--- src/rtl/frc_pkg.sv ---
// Function
// - response 00: output keeps running despite fault
// - response 01: run for delay, then retry
// - response 10: disable at once, then retry setting
// - response 11: stay off until fault cleared
// - clear by status, command, reset, off-on
// - retry 000: no restart, off until cleared
// - retry 1..6: that many attempts, then latch
// - attempt start spacing equals programmed delay
// - retry 111: retry until off or other fault
// - delay field 0 means one unit
// - delay field n means 2**n units
// - settings byte at command 0x54, read/write
package frc_pkg;
	localparam logic [7:0] CMD_UT_FAULT_RESP = 8'h54;
	localparam logic [7:0] RESP_RST          = 8'h00;
	localparam int         RESP_MSB          = 7;
	localparam int         RESP_LSB          = 6;
	localparam int         RETRY_MSB         = 5;
	localparam int         RETRY_LSB         = 3;
	localparam int         DELAY_MSB         = 2;
	localparam int         DELAY_LSB         = 0;
	localparam logic [1:0] MODE_IGNORE       = 2'h0;
	localparam logic [1:0] MODE_DELAY        = 2'h1;
	localparam logic [1:0] MODE_DISABLE      = 2'h2;
	localparam logic [1:0] MODE_LATCH        = 2'h3;
	localparam logic [2:0] RETRY_NONE        = 3'h0;
	localparam logic [2:0] RETRY_FOREVER     = 3'h7;
	localparam logic [7:0] TIMER_RST         = 8'h00;
	localparam logic [2:0] CNT_RST           = 3'h0;

	typedef enum logic [2:0] {
		ST_OFF,
		ST_RUN,
		ST_DELAY,
		ST_WAIT,
		ST_LATCH
	} frc_state_t;
endpackage

--- src/rtl/frc_ctrl.sv ---
`timescale 1ns/1ps
module frc_ctrl (
	input  wire logic       sys_clk_in,
	input  wire logic       rst_in,
	input  wire logic [7:0] cmd_code_in,
	input  wire logic       wr_en_in,
	input  wire logic [7:0] wr_data_in,
	input  wire logic       rd_en_in,
	output logic      [7:0] rd_data_out,
	output logic            rd_valid_out,
	input  wire logic       clear_faults_in,
	input  wire logic       clear_status_in,
	input  wire logic       unit_tick_in,
	input  wire logic       fault_in,
	input  wire logic       on_in,
	input  wire logic       fault_reset_in,
	input  wire logic       other_fault_in,
	output logic            output_en_out,
	output logic            fault_status_out,
	output logic            latched_out
);
	import frc_pkg::*;

	function automatic logic [7:0] delay_units(input logic [2:0] n);
		delay_units = 8'h01 << n;
	endfunction

	logic [3:0] sync1_r;
	logic [3:0] sync2_r;
	logic [7:0] resp_r;
	logic [7:0] timer_r;
	logic [7:0] timer_nxt;
	logic [2:0] cnt_r;
	logic [2:0] cnt_nxt;
	frc_state_t state_r;
	frc_state_t state_nxt;
	logic       timer_clr;

	wire        fault_s      = sync2_r[0];
	wire        on_s         = sync2_r[1];
	wire        freset_s     = sync2_r[2];
	wire        other_s      = sync2_r[3];
	wire  [1:0] mode         = resp_r[RESP_MSB:RESP_LSB];
	wire  [2:0] retry        = resp_r[RETRY_MSB:RETRY_LSB];
	wire  [2:0] dly          = resp_r[DELAY_MSB:DELAY_LSB];
	wire  [7:0] units        = delay_units(dly);
	wire        expire       = unit_tick_in && (timer_r == units - 8'h01);
	wire        hit_reg      = (cmd_code_in == CMD_UT_FAULT_RESP);
	wire        clr          = clear_faults_in | clear_status_in | freset_s;
	wire  [2:0] cnt_inc      = cnt_r + 3'h1;
	wire        retry_none   = (retry == RETRY_NONE);
	wire        out_on_nxt   = (state_nxt == ST_RUN) ||
	                           (state_nxt == ST_DELAY);

	// pins pass two flops first
	always_ff @(posedge sys_clk_in) begin
		if (rst_in) begin
			sync1_r <= 4'h0;
			sync2_r <= 4'h0;
		end else begin
			sync1_r <= {other_fault_in, fault_reset_in, on_in, fault_in};
			sync2_r <= sync1_r;
		end
	end

	// byte register access
	always_ff @(posedge sys_clk_in) begin
		if (rst_in) begin
			resp_r       <= RESP_RST;
			rd_data_out  <= 8'h00;
			rd_valid_out <= 1'b0;
		end else begin
			if (wr_en_in && hit_reg) begin
				resp_r <= wr_data_in;
			end
			rd_valid_out <= rd_en_in;
			if (rd_en_in) begin
				rd_data_out <= hit_reg ? resp_r : 8'h00;
			end
		end
	end

	// response sequencer
	always_comb begin
		state_nxt = state_r;
		timer_clr = 1'b0;
		cnt_nxt   = cnt_r;
		case (state_r)
			ST_OFF: begin
				cnt_nxt = CNT_RST;
				if (on_s) begin
					state_nxt = ST_RUN;
				end
			end
			ST_RUN: begin
				if (fault_s) begin
					case (mode)
						MODE_IGNORE: state_nxt = ST_RUN;
						MODE_DELAY: begin
							state_nxt = ST_DELAY;
							timer_clr = 1'b1;
						end
						MODE_DISABLE: begin
							timer_clr = 1'b1;
							state_nxt = retry_none ? ST_LATCH : ST_WAIT;
						end
						default: state_nxt = ST_LATCH;
					endcase
				end
			end
			ST_DELAY: begin
				if (!fault_s) begin
					state_nxt = ST_RUN;
				end else if (expire) begin
					timer_clr = 1'b1;
					state_nxt = retry_none ? ST_LATCH : ST_WAIT;
				end
			end
			ST_WAIT: begin
				if (other_s) begin
					state_nxt = ST_LATCH;
				end else if (clr) begin
					state_nxt = ST_RUN;
					cnt_nxt   = CNT_RST;
				end else if (expire) begin
					timer_clr = 1'b1;
					if (!fault_s) begin
						state_nxt = ST_RUN;
						cnt_nxt   = CNT_RST;
					end else if (retry != RETRY_FOREVER &&
					             cnt_inc == retry) begin
						state_nxt = ST_LATCH;
					end else begin
						cnt_nxt = (retry == RETRY_FOREVER) ? cnt_r
						                                   : cnt_inc;
					end
				end
			end
			ST_LATCH: begin
				if (clr) begin
					state_nxt = ST_RUN;
					cnt_nxt   = CNT_RST;
				end
			end
			default: state_nxt = ST_OFF;
		endcase
		if (!on_s) begin
			state_nxt = ST_OFF;
		end
	end

	assign timer_nxt = timer_clr ? TIMER_RST :
	                   (unit_tick_in ? timer_r + 8'h01 : timer_r);

	always_ff @(posedge sys_clk_in) begin
		if (rst_in) begin
			state_r          <= ST_OFF;
			timer_r          <= TIMER_RST;
			cnt_r            <= CNT_RST;
			output_en_out    <= 1'b0;
			latched_out      <= 1'b0;
			fault_status_out <= 1'b0;
		end else begin
			state_r       <= state_nxt;
			timer_r       <= timer_nxt;
			cnt_r         <= cnt_nxt;
			output_en_out <= out_on_nxt;
			latched_out   <= (state_nxt == ST_LATCH);
			// set wins over clear
			if (fault_s && state_r != ST_OFF) begin
				fault_status_out <= 1'b1;
			end else if (clr) begin
				fault_status_out <= 1'b0;
			end
		end
	end
endmodule

--- config.mk ---
export PLATFORM = sky130hd
export DESIGN_NAME = frc_ctrl
export DESIGN_NICKNAME = d
export VERILOG_FILES = /design/src/rtl/frc_pkg.sv /design/src/rtl/frc_ctrl.sv
export SDC_FILE = /design/constraint.sdc
export NUM_CORES = 1
export LEC_CHECK = 0
export BUFFER_PORTS_ARGS = -buffer_cell sky130_fd_sc_hd__buf_2
export CELL_PAD_IN_SITES_DETAIL_PLACEMENT = 1
export CELL_PAD_IN_SITES_GLOBAL_PLACEMENT = 1
export CORE_ASPECT_RATIO = 0.9
export CORE_MARGIN = 4
export CORE_UTILIZATION = 44
export DETAILED_ROUTE_END_ITERATION = 12
export GPL_TIMING_DRIVEN = 0
export HOLD_SLACK_MARGIN = 0.08
export PLACE_DENSITY = 0.86
export RECOVER_POWER = 25
export SYNTH_ARGS = -nofsm -noshare
export SYNTH_HDL_FRONTEND = slang
export SYNTH_SLANG_ARGS = --single-unit
export TNS_END_PERCENT = 10
--- constraint.sdc ---
create_clock -name sys_clk_in -period 5.8 [get_ports sys_clk_in]
set_input_delay 0.58 -clock sys_clk_in [delete_from_list [all_inputs] [get_ports sys_clk_in]]
set_output_delay 0.58 -clock sys_clk_in [all_outputs]
set_load 0.1 [all_outputs]
==> results of run 1 <==
## logic make-up (layout without fill, tap and decap cells)
family,after synthesis,count (layout),synth area share [%]
buf+inv,21,66,4.242
mux,1,1,0.4714
compound gates,52,52,15.97
simple gates,120,120,31.41
fa+ha+maj,5,5,2.946
xor+xnor,13,13,5.362
flops,42,42,39.60
## stage by stage
step                      setup WS, ns  cell area, um^2  power, mW  instances
final                            3.453             2495     0.5744        361
after global placement           3.372             2386     0.3446        353
after floorplan                  3.833             2123     0.3289        254
after detailed placement         3.275             2386     0.3461        353
after CTS                        3.471             2496     0.5785        361
after global routing             3.326             2495     0.5968        361
## routing by layer
metal,up-vias,GRT usage (%)
met5,-,0
met4,0,8.630
met3,15,3.309
met2,42,35.28
met1,946,26.73
li1,983,-
## final timing paths
path                      to  slack (ns)  cells after the start
setup / recovery    cnt_r[1]        3.45                      8
hold / removal    sync2_r[3]        0.44                      1
setup reg to reg    cnt_r[1]        3.45                      8
hold reg to reg   sync2_r[3]        0.44                      1
## state kept, by name (all words and copies together) (netlist names), 3 cells and up
register,flops
timer_r,8
sync1_r,4
state_r,3
resp_r,8
rd_data_out,8
cnt_r,3
sync2_r,4
## cells in the final DEF, fill, tap and decap left out, types with 2 or more instances in the layout
cell	count
o21ai_0	5
xor2_1	4
or3_1	2
nor3b_1	2
and4_1	2
buf_2	38
nand3_1	20
o21bai_1	2
o32ai_1	2
nand2_1	23
dfxtp_1	42
a31oi_1	3
nor3_2	2
nor3_1	6
xnor2_1	9
ha_1	5
nor2b_1	12
nor2_1	24
o21ai_1	2
nand3b_1	2
a21o_1	2
clkbuf_8	5
a21oi_1	21
clkbuf_1	11
nand4_1	3
nand2b_1	11
inv_1	8
and2_1	2
## final cells by class
class                      instances  area [um^2]  share of cell area, %
clock buffer                       6        72.57                  2.909
clock inverter                     2        37.54                  1.505
timing repair buffer              37        183.9                  7.372
multi-input combinational        191         1192                  47.79
buffer                            13        60.06                  2.407
tap                               62        77.57                  3.109
sequential                        42        840.8                  33.70
inverter                           8        30.03                  1.204
## power breakdown
group / switching [mW] / internal, mW
sequential: 0.00434 / 0.293
combinational: 0.0247 / 0.0176
clock: 0.106 / 0.129
total: 0.135 / 0.439
==> reports/summary.log, run 1 <==
[worst_setup_path] highest net fanout along the worst path 5
[final_layout] ratio of cells with drive above 1 in the final layout 18.06%
[global_route] number of global-route vias before repair 2,093
[route] met3 WL post-DR 196 um
[timing] final number of hold-violating endpoints 0
[power] maximum ir drop on the vdd rail 0.0001522 V
[worst_setup_path] worst setup path startpoint cnt_r[0]
[yosys] fraction of the yosys area taken by sequential cells 39.60%
[timing] count of final max-slew check failures 0
[timing] setup total negative slack 0 ns
[worst_setup_path] Largest delay share family, worst path compound AO/OA/AOI/OAI gates
[timing] Fin Hold WS 0.4427 ns
[yosys] Synth area leaders dfxtp_1 (40%), a21oi_1 (4.9%), nand3_1 (4.7%)
[job] number of maximum-capacitance constraint violations 0
[route] number of DRC markers in iteration 0 72
[clock_network] maximum count of clock buffers along a single path 2
[worst_setup_path] slowest stage delay, CP 0.38 ns
[clock_network] Skew-Pair Late Insertion Delay 0.30 ns
[power] leakage power total 0.9551 nW
[yosys] Yosys reg bits 42
[hold_path] Hold/Removal Path Class reg -> reg
[die] Die Outline Area 0.006003 mm^2
[route] uppermost metal layer occupied by signal nets met4
[die] Row Count 23
[final_layout] net count of the finished layout 330
[timing] Tightest Pin Transition 0.5434 ns
[clock_network] # resized after CTS 0
[timing] minimum clock period 2.347 ns
[placed_design] Routability Congestion 0.8065
[worst_setup_path] type of element capturing the critical path register
[clock_network] TritonCTS clock tree built
[yosys] synthesized netlist net count 286
[final_layout] core occupancy in the finished layout 54.87%
[yosys] number of distinct standard cells referenced by the synthesized netlist 54
[yosys] share of the synthesized area in the top cell type 39.60%
[global_route] Overflow after GRT 0
[outcome] outcome finished, final reports clean
[worst_setup_path] number of buffer and inverter instances along the worst setup path 0
[die] die height 73.90 um
[clock_network] library cell used as clock root buffer clkbuf_8
[global_route] aggregate global-route resource usage 20.93%
[clock_network] H-Tree Depth 2
[timing] share of the clock period used by the worst path 40.47%
[route] mean number of vias per cell 5.501
[timing] final setup violating endpoints 0
[worst_setup_path] r2r startpoint cnt_r[0]
[global_route] pin count of the biggest net entering global routing 14
[final_layout] count of antenna diodes in the layout 0
[worst_setup_path] class of the most critical setup path reg -> reg
[route] remaining antenna violation count 0
[worst_setup_path] critical path's slowest cell ha_1
[yosys] Avg Cell Area, Syn 8.359 um^2
[route] DR vias 1,986
[final_layout] Filler cells 595
[die] initial core utilization 46.70%
[global_route] antenna violations before repair 0
[yosys] share of synthesized flip-flops with an asynchronous set or reset 0%
[clock_network] CTS hold repair buffers 0
[global_route] first-pass GRT wire length 9763 um
[power] power density normalized to cell area 230.2 mW/mm^2
[route] detailed-route wire length on metal 1 2541 um
[route] final routed wire length divided by cell count 15.67 um
[clock_network] clk sinks 42
[worst_setup_path] ordered cell list for the critical path ha_1 -> and3b_1 -> o21ai_0 -> a21oi_1 -> a31oi_1 -> nor3_1 -> nor2_1 -> o32ai_1
[clock_network] # Post-CTS Setup Buffers 0
[placed_design] Port Buffers 37
[yosys] predominant post-synthesis flop cell dfxtp_1
[yosys] EDFF count, synth 0
[yosys] most common cell in the netlist dfxtp_1
[die] Core Footprint 0.004547 mm^2
[die] number of I/O pins 39
[worst_setup_path] CP Launch Type register
[yosys] Synth Instances 254
[clock_network] TritonCTS buffer count 5
[placed_design] Post-DP HPWL 4266 um
[yosys] Post-Synthesis Cell Area 0.002123 mm^2
[worst_setup_path] CP Data Required Time 5.98 ns
[timing] unrepaired setup endpoints after global routing no
[clock_network] clock-pin slew reported for the worst setup and hold paths after clock tree synthesis 0.08 ns
[route] DRC violations left 0
[hold_path] HP Start sync1_r[3]
[timing] worst setup skew after layout 0.008025 ns
[yosys] Synth top cells by count dfxtp_1 (42), nor2_1 (24), nand2_1 (23)
[route] met2 routed WL 2769 um
[yosys] yosys synthesis warning count 0
[yosys] post-synthesis cell type with the largest combined area dfxtp_1
[worst_setup_path] Crit path arrival time 2.52 ns
[timing] Slew headroom 63.53%
[die] die boundary width 81.23 um
[route] router iterations before antenna repair 4
[route] total length of routed wires 5656 um
[timing] Max Clk Rate 0.4260 GHz
[final_layout] Area growth syn-to-layout 17.50%
Note: power is estimated with default switching activity, not from simulation.
==> inputs of run 2 (changes only) <==
CORE_UTILIZATION = 41   (was 44)
PLACE_DENSITY = 0.81   (was 0.86)
clock period = 2.35 ns   (was 5.8 ns; I/O delays follow)
==> run 2 against run 1 <==
Net effect: die area rose by 6.5%; final cell count rose by 0.83%; clock power rose by 97%; critical endpoint is now output_en_out; highest routed layer unchanged.
==> reports/summary.log, run 2 (synthesized netlist as in run 1, its figures left out) <==
[power] share of total power in the clock network 35.6%
[final_layout] Filler cells 650
[timing] final number of hold-violating endpoints 0
[clock_network] Skew-Pair Late Insertion Delay 0.30 ns
[worst_setup_path] Crit path arrival time 2.36 ns
[worst_setup_path] path depth of the worst reg2reg path 8
[global_route] first-pass GRT wire length 9384 um
[worst_setup_path] worst setup path startpoint cnt_r[0]
[timing] worst setup skew after layout 0.01023 ns
[timing] share of the clock period used by the worst path 93.10%
[power] maximum ir drop on the vdd rail 0.0003280 V
[global_route] antenna violations before repair 0
[power] internal power consumption 976.0 uW
[final_layout] core occupancy in the finished layout 50.33%
[worst_setup_path] capturing point of the worst reg2reg path output_en_out
[route] router iterations before antenna repair 4
[worst_setup_path] R2R Setup Slk 0.16 ns
[route] DRC violations left 0
[clock_network] library cell used as clock root buffer clkbuf_8
[worst_setup_path] CP Launch Type register
[global_route] Overflow after GRT 0
[timing] Tightest Pin Transition 1.161 ns
[timing] count of final max-slew check failures 0
[route] DR vias 1,968
[global_route] grt met1 use 23.02%
[power] portion of total power attributed to sequential cells 56.4%
[worst_setup_path] critical path's slowest cell nor3_1
[die] Die Outline Area 0.006396 mm^2
[worst_setup_path] type of element capturing the critical path register
[timing] minimum clock period 2.188 ns
[worst_setup_path] ordered cell list for the critical path ha_1 -> xnor2_1 -> nand3b_1 -> a21oi_1 -> nor3_1 -> nor3_1 -> xnor2_1 -> nor3_2
[power] switching power 324.3 uW
[die] die height 76.27 um
[die] Core Footprint 0.004925 mm^2
[timing] setup total negative slack 0 ns
[worst_setup_path] highest net fanout along the worst path 5
[placed_design] area of placed instances 0.002390 mm^2
[route] mean number of vias per cell 5.407
[hold_path] Hold/Removal Path Class in -> reg
[route] total length of routed wires 5443 um
[final_layout] commonest non-fill, non-tap cells in the layout dfxtp_1 (42), buf_2 (36), nor2_1 (24)
[timing] final setup violating endpoints 0
[final_layout] registers with the most flip-flops rd_data_out (8), resp_r (8), timer_r (8)
[clock_network] H-Tree Depth 2
[clock_network] CTS hold repair buffers 0
[global_route] pin count of the biggest net entering global routing 14
[placed_design] Post-DP HPWL 4115 um
[global_route] GR peak layer met2
[worst_setup_path] slowest stage delay, CP 0.44 ns
[final_layout] Area growth syn-to-layout 16.74%
[clock_network] clock-pin slew reported for the worst setup and hold paths after clock tree synthesis 0.08 ns
[final_layout] final design area excluding fillers 0.002479 mm^2
[final_layout] count of antenna diodes in the layout 0
[die] number of I/O pins 39
[timing] Fin Hold WS 0.1461 ns
[worst_setup_path] class of the most critical setup path reg -> reg
[global_route] met3 global-route usage 3.784%
[clock_network] maximum count of clock buffers along a single path 2
[die] initial core utilization 43.11%
[clock_network] clk sinks 42
[global_route] number of global-route vias before repair 2,038
[final_layout] ratio of cells with drive above 1 in the final layout 17.73%
[power] switching share of power 24.94%
[clock_network] # Post-CTS Setup Buffers 0
[placed_design] # placed instances 356
[worst_setup_path] CP Data Required Time 2.52 ns
[worst_setup_path] destination of the critical timing path output_en_out
[die] die boundary width 83.86 um
[clock_network] TritonCTS buffer count 5
[route] number of DRC markers in iteration 0 106
[route] final routed wire length divided by cell count 14.95 um
[power] power density normalized to cell area 524.6 mW/mm^2
[timing] Slew headroom 22.96%
[worst_setup_path] r2r startpoint cnt_r[0]
[hold_path] Worst Hold Path Cells 2
[die] Row Count 24
[outcome] outcome finished, final reports clean
[global_route] aggregate global-route resource usage 17.60%
[route] remaining antenna violation count 0
[timing] Max Clk Rate 0.4571 GHz
[global_route] met2 Track Usage GR 29.49%
[clock_network] TritonCTS clock tree built
[power] leakage power total 0.9407 nW
[placed_design] Port Buffers 37
[final_layout] most common cell after layout, fill and taps aside dfxtp_1
[job] number of maximum-capacitance constraint violations 0
[power] Combinational Power Share 8.0%
[placed_design] Routability Congestion 0.7947
[final_layout] net count of the finished layout 330
[final_layout] Post-Layout Cell Count 364
[timing] unrepaired setup endpoints after global routing no
==> run 2: worst min path at each step <==
stage / from / endpoint / slack (ns)
2_1_floorplan: fault_in / sync1_r[0] / 0.36
3_3_place_gp: sync1_r[1] / sync2_r[1] / 0.42
3_5_place_dp: sync1_r[2] / sync2_r[2] / 0.44
4_1_cts: other_fault_in / sync1_r[3] / 0.14
5_1_grt: other_fault_in / sync1_r[3] / 0.13
6_report: other_fault_in / sync1_r[3] / 0.15
==> run 2: repair_timing <==
action                                  in CTS  in global routing
endpoints found under the hold margin        0                  0
endpoints found under the setup margin       0                  3
resized for setup                            0                  1
==> run 2: power groups by stage <==
stage / clock network [mW] / logic [mW] / registers, mW
final: 0.462 / 0.104 / 0.733
after detailed placement: 0 / 0.105 / 0.750
after global placement: 0 / 0.102 / 0.750
after global routing: 0.505 / 0.116 / 0.736
after floorplan: 0 / 0.0547 / 0.757
after CTS: 0.472 / 0.106 / 0.734
==> run 2: final cells by class <==
type / count / area [um^2] / share of cell area [%]
Timing Repair Buffer: 37 / 181.4 / 7.320
Clock buffer: 6 / 72.57 / 2.928
Clock inverter: 2 / 13.76 / 0.5553
Buffer: 13 / 60.06 / 2.423
Multi-Input combinational cell: 191 / 1199 / 48.36
Inverter: 8 / 30.03 / 1.212
Sequential cell: 42 / 840.8 / 33.92
Tap cell: 65 / 81.33 / 3.281
==> run 2: critical path, delay by kind of cell (launching register included) <==
family,cells,cell delay (ns)
xor+xnor,2,0.34
fa+ha+maj,1,0.36
compound gates,1,0.30
flops,1,0.36
simple gates,4,0.71
==> run 2: per-layer routing <==
metal  vias up  routed length [um]
met1       936                2576
li1        982                   -
met2        41                2572
met5         -                   0
met3         9                 237
met4         0                  55
==> run 2: stage by stage <==
stage               power (mW)  setup slack (ns)
finish                   1.300            0.1621
detailed placement      0.8553            0.1967
CTS                      1.311            0.1740
floorplan               0.8118            0.4598
global placement        0.8518            0.2406
global route             1.356           0.02406
==> inputs of run 3 (changes only) <==
BUFFER_PORTS_ARGS = not set   (was -buffer_cell sky130_fd_sc_hd__buf_2)
CORE_MARGIN = not set   (was 4)
CORE_UTILIZATION = 46   (was 41)
DONT_BUFFER_PORTS = 1   (was not set)
PLACE_DENSITY = 0.8   (was 0.81)
==> run 3 against run 2 <==
Net effect: clock-buffer cell count fell by 1; final cell count fell by 9.1%; first-iteration DRC count fell by 37%; routed wire length is 7.0% lower; sequential power up 2%; combinational power is 25% lower; critical path type unchanged; largest power group unchanged.
==> reports/summary.log, run 3 (synthesized netlist as in run 1, its figures left out) <==
[outcome] outcome finished, final reports clean
[final_layout] commonest non-fill, non-tap cells in the layout dfxtp_1 (42), nor2_1 (24), nand2_1 (23)
[worst_setup_path] class of the most critical setup path reg -> reg
[global_route] first-pass GRT wire length 8321 um
[clock_network] library cell used as clock root buffer clkbuf_8
[power] maximum ir drop on the vdd rail 0.0003225 V
[hold_path] Hold/Removal Path Class in -> reg
[route] number of DRC markers in iteration 0 67
[die] initial core utilization 47.91%
[global_route] number of global-route vias before repair 1,824
[die] Row Count 23
[clock_network] TritonCTS clock tree built
[final_layout] net count of the finished layout 300
[worst_setup_path] worst setup path startpoint cnt_r[0]
[timing] setup total negative slack 0 ns
[final_layout] Post-Layout Cell Count 331
[worst_setup_path] ordered cell list for the critical path ha_1 -> xnor2_1 -> nand3b_1 -> a211oi_1 -> nand4_1 -> a211oi_2 -> xnor2_1 -> nor3_2
[placed_design] # placed instances 316
[timing] final setup violating endpoints 0
[final_layout] registers with the most flip-flops rd_data_out (8), resp_r (8), timer_r (8)
[worst_setup_path] cell type with the highest occurrence count on the critical path xnor2_1
[die] number of I/O pins 39
[global_route] grt met1 use 29.46%
[route] total length of routed wires 5061 um
[global_route] aggregate global-route resource usage 22.39%
[final_layout] most common cell after layout, fill and taps aside dfxtp_1
[worst_setup_path] number of buffer and inverter instances along the worst setup path 0
[worst_setup_path] type of element capturing the critical path register
[worst_setup_path] highest net fanout along the worst path 5
[route] final routed wire length divided by cell count 15.29 um
[final_layout] count of antenna diodes in the layout 0
[worst_setup_path] CP Launch Type register
[clock_network] maximum count of clock buffers along a single path 2
[power] leakage power total 0.8153 nW
[worst_setup_path] Largest delay share family, worst path compound AO/OA/AOI/OAI gates
[die] die height 66.46 um
[clock_network] TritonCTS buffer count 5
[worst_setup_path] path depth of the worst reg2reg path 8
[global_route] GR peak layer met2
[worst_setup_path] cell depth of the worst setup path 8
[timing] Slew headroom 35.05%
[job] number of maximum-capacitance constraint violations 0
[worst_setup_path] Crit path arrival time 2.38 ns
[global_route] antenna violations before repair 0
[global_route] pin count of the biggest net entering global routing 15
[placed_design] Routability Congestion 0.8930
[route] DRC violations left 0
[route] router iterations before antenna repair 4
[worst_setup_path] slowest stage delay, CP 0.36 ns
[hold_path] Worst Hold Path Cells 2
[die] Core Footprint 0.004432 mm^2
[worst_setup_path] critical path's slowest cell ha_1
[placed_design] Port Buffers 0
[clock_network] H-Tree Depth 2
[final_layout] ratio of cells with drive above 1 in the final layout 7.063%
[route] remaining antenna violation count 0
[clock_network] clk sinks 42
[hold_path] HP Start unit_tick_in
[global_route] met3 global-route usage 4.841%
[timing] unrepaired setup endpoints after global routing no
[timing] Max Clk Rate 0.4526 GHz
[timing] count of final max-slew check failures 0
[placed_design] Post-DP HPWL 3671 um
[route] mean number of vias per cell 5.595
[die] die boundary width 73.62 um
[route] DR vias 1,852
[worst_setup_path] R2R Setup Slk 0.14 ns
[final_layout] Area growth syn-to-layout 11.20%
[clock_network] # Post-CTS Setup Buffers 0
[power] power density normalized to cell area 548.0 mW/mm^2
[timing] final number of hold-violating endpoints 0
[timing] Tightest Pin Transition 0.9730 ns
[die] Die Outline Area 0.004892 mm^2
[timing] minimum clock period 2.210 ns
[worst_setup_path] CP Data Required Time 2.52 ns
[global_route] met2 Track Usage GR 36.93%
[worst_setup_path] r2r startpoint cnt_r[0]
[clock_network] clock-pin slew reported for the worst setup and hold paths after clock tree synthesis 0.08 ns
[global_route] Overflow after GRT 0
[timing] worst setup skew after layout 0.01284 ns
[clock_network] Skew-Pair Late Insertion Delay 0.30 ns
[timing] share of the clock period used by the worst path 94.03%
==> run 3: what timing repair did <==
action | in CTS | in global routing
gates resized for setup | 0 | 0
hold buffers | 7 | 0
endpoints found under the hold margin | 7 | 0
==> run 3: where the power goes <==
group          leakage (nW)  internal (mW)  switching, mW
combinational         0.430         0.0365         0.0412
sequential            0.341          0.723         0.0204
clock                0.0441          0.209          0.264
==> run 3: stage by stage <==
stage / worst slack, ns / area, um^2 / hold slack (ns) / utilization (%) / total power, mW
after global routing: 0.05160 / 2361 / 0.09449 / 53.27 / 1.351
after detailed placement: 0.1749 / 2201 / 0.3749 / 49.66 / 0.8284
after global placement: 0.2249 / 2201 / 0.3644 / 49.66 / 0.8256
after floorplan: 0.4598 / 2123 / 0.3632 / - / 0.8118
after CTS: 0.1358 / 2361 / 0.09121 / 53.27 / 1.307
final: 0.1404 / 2361 / 0.09318 / 53.27 / 1.294
==> run 3: layout make-up <==
type	count	area, um^2
well taps	62	77.57
multi-input cells	191	1192
clock buffers	5	68.82
flip-flops and latches	42	840.8
plain buffers	13	60.06
clock inverters	3	21.27
repair buffers	7	70.07
fillers	549	2071
inverters	8	30.03
==> run 3: per-layer routing <==
metal	vias up	share of wire, %
met1	890	48
li1	917	-
met2	43	47
met4	0	0.55
met5	-	0
met3	2	3.7
==> run 3: path summary, 6_finish.rpt <==
path,endpoint
worst min register to register,sync2_r[2]
worst min-delay path,timer_r[0]
worst max register to register,output_en_out
worst max-delay path,output_en_out
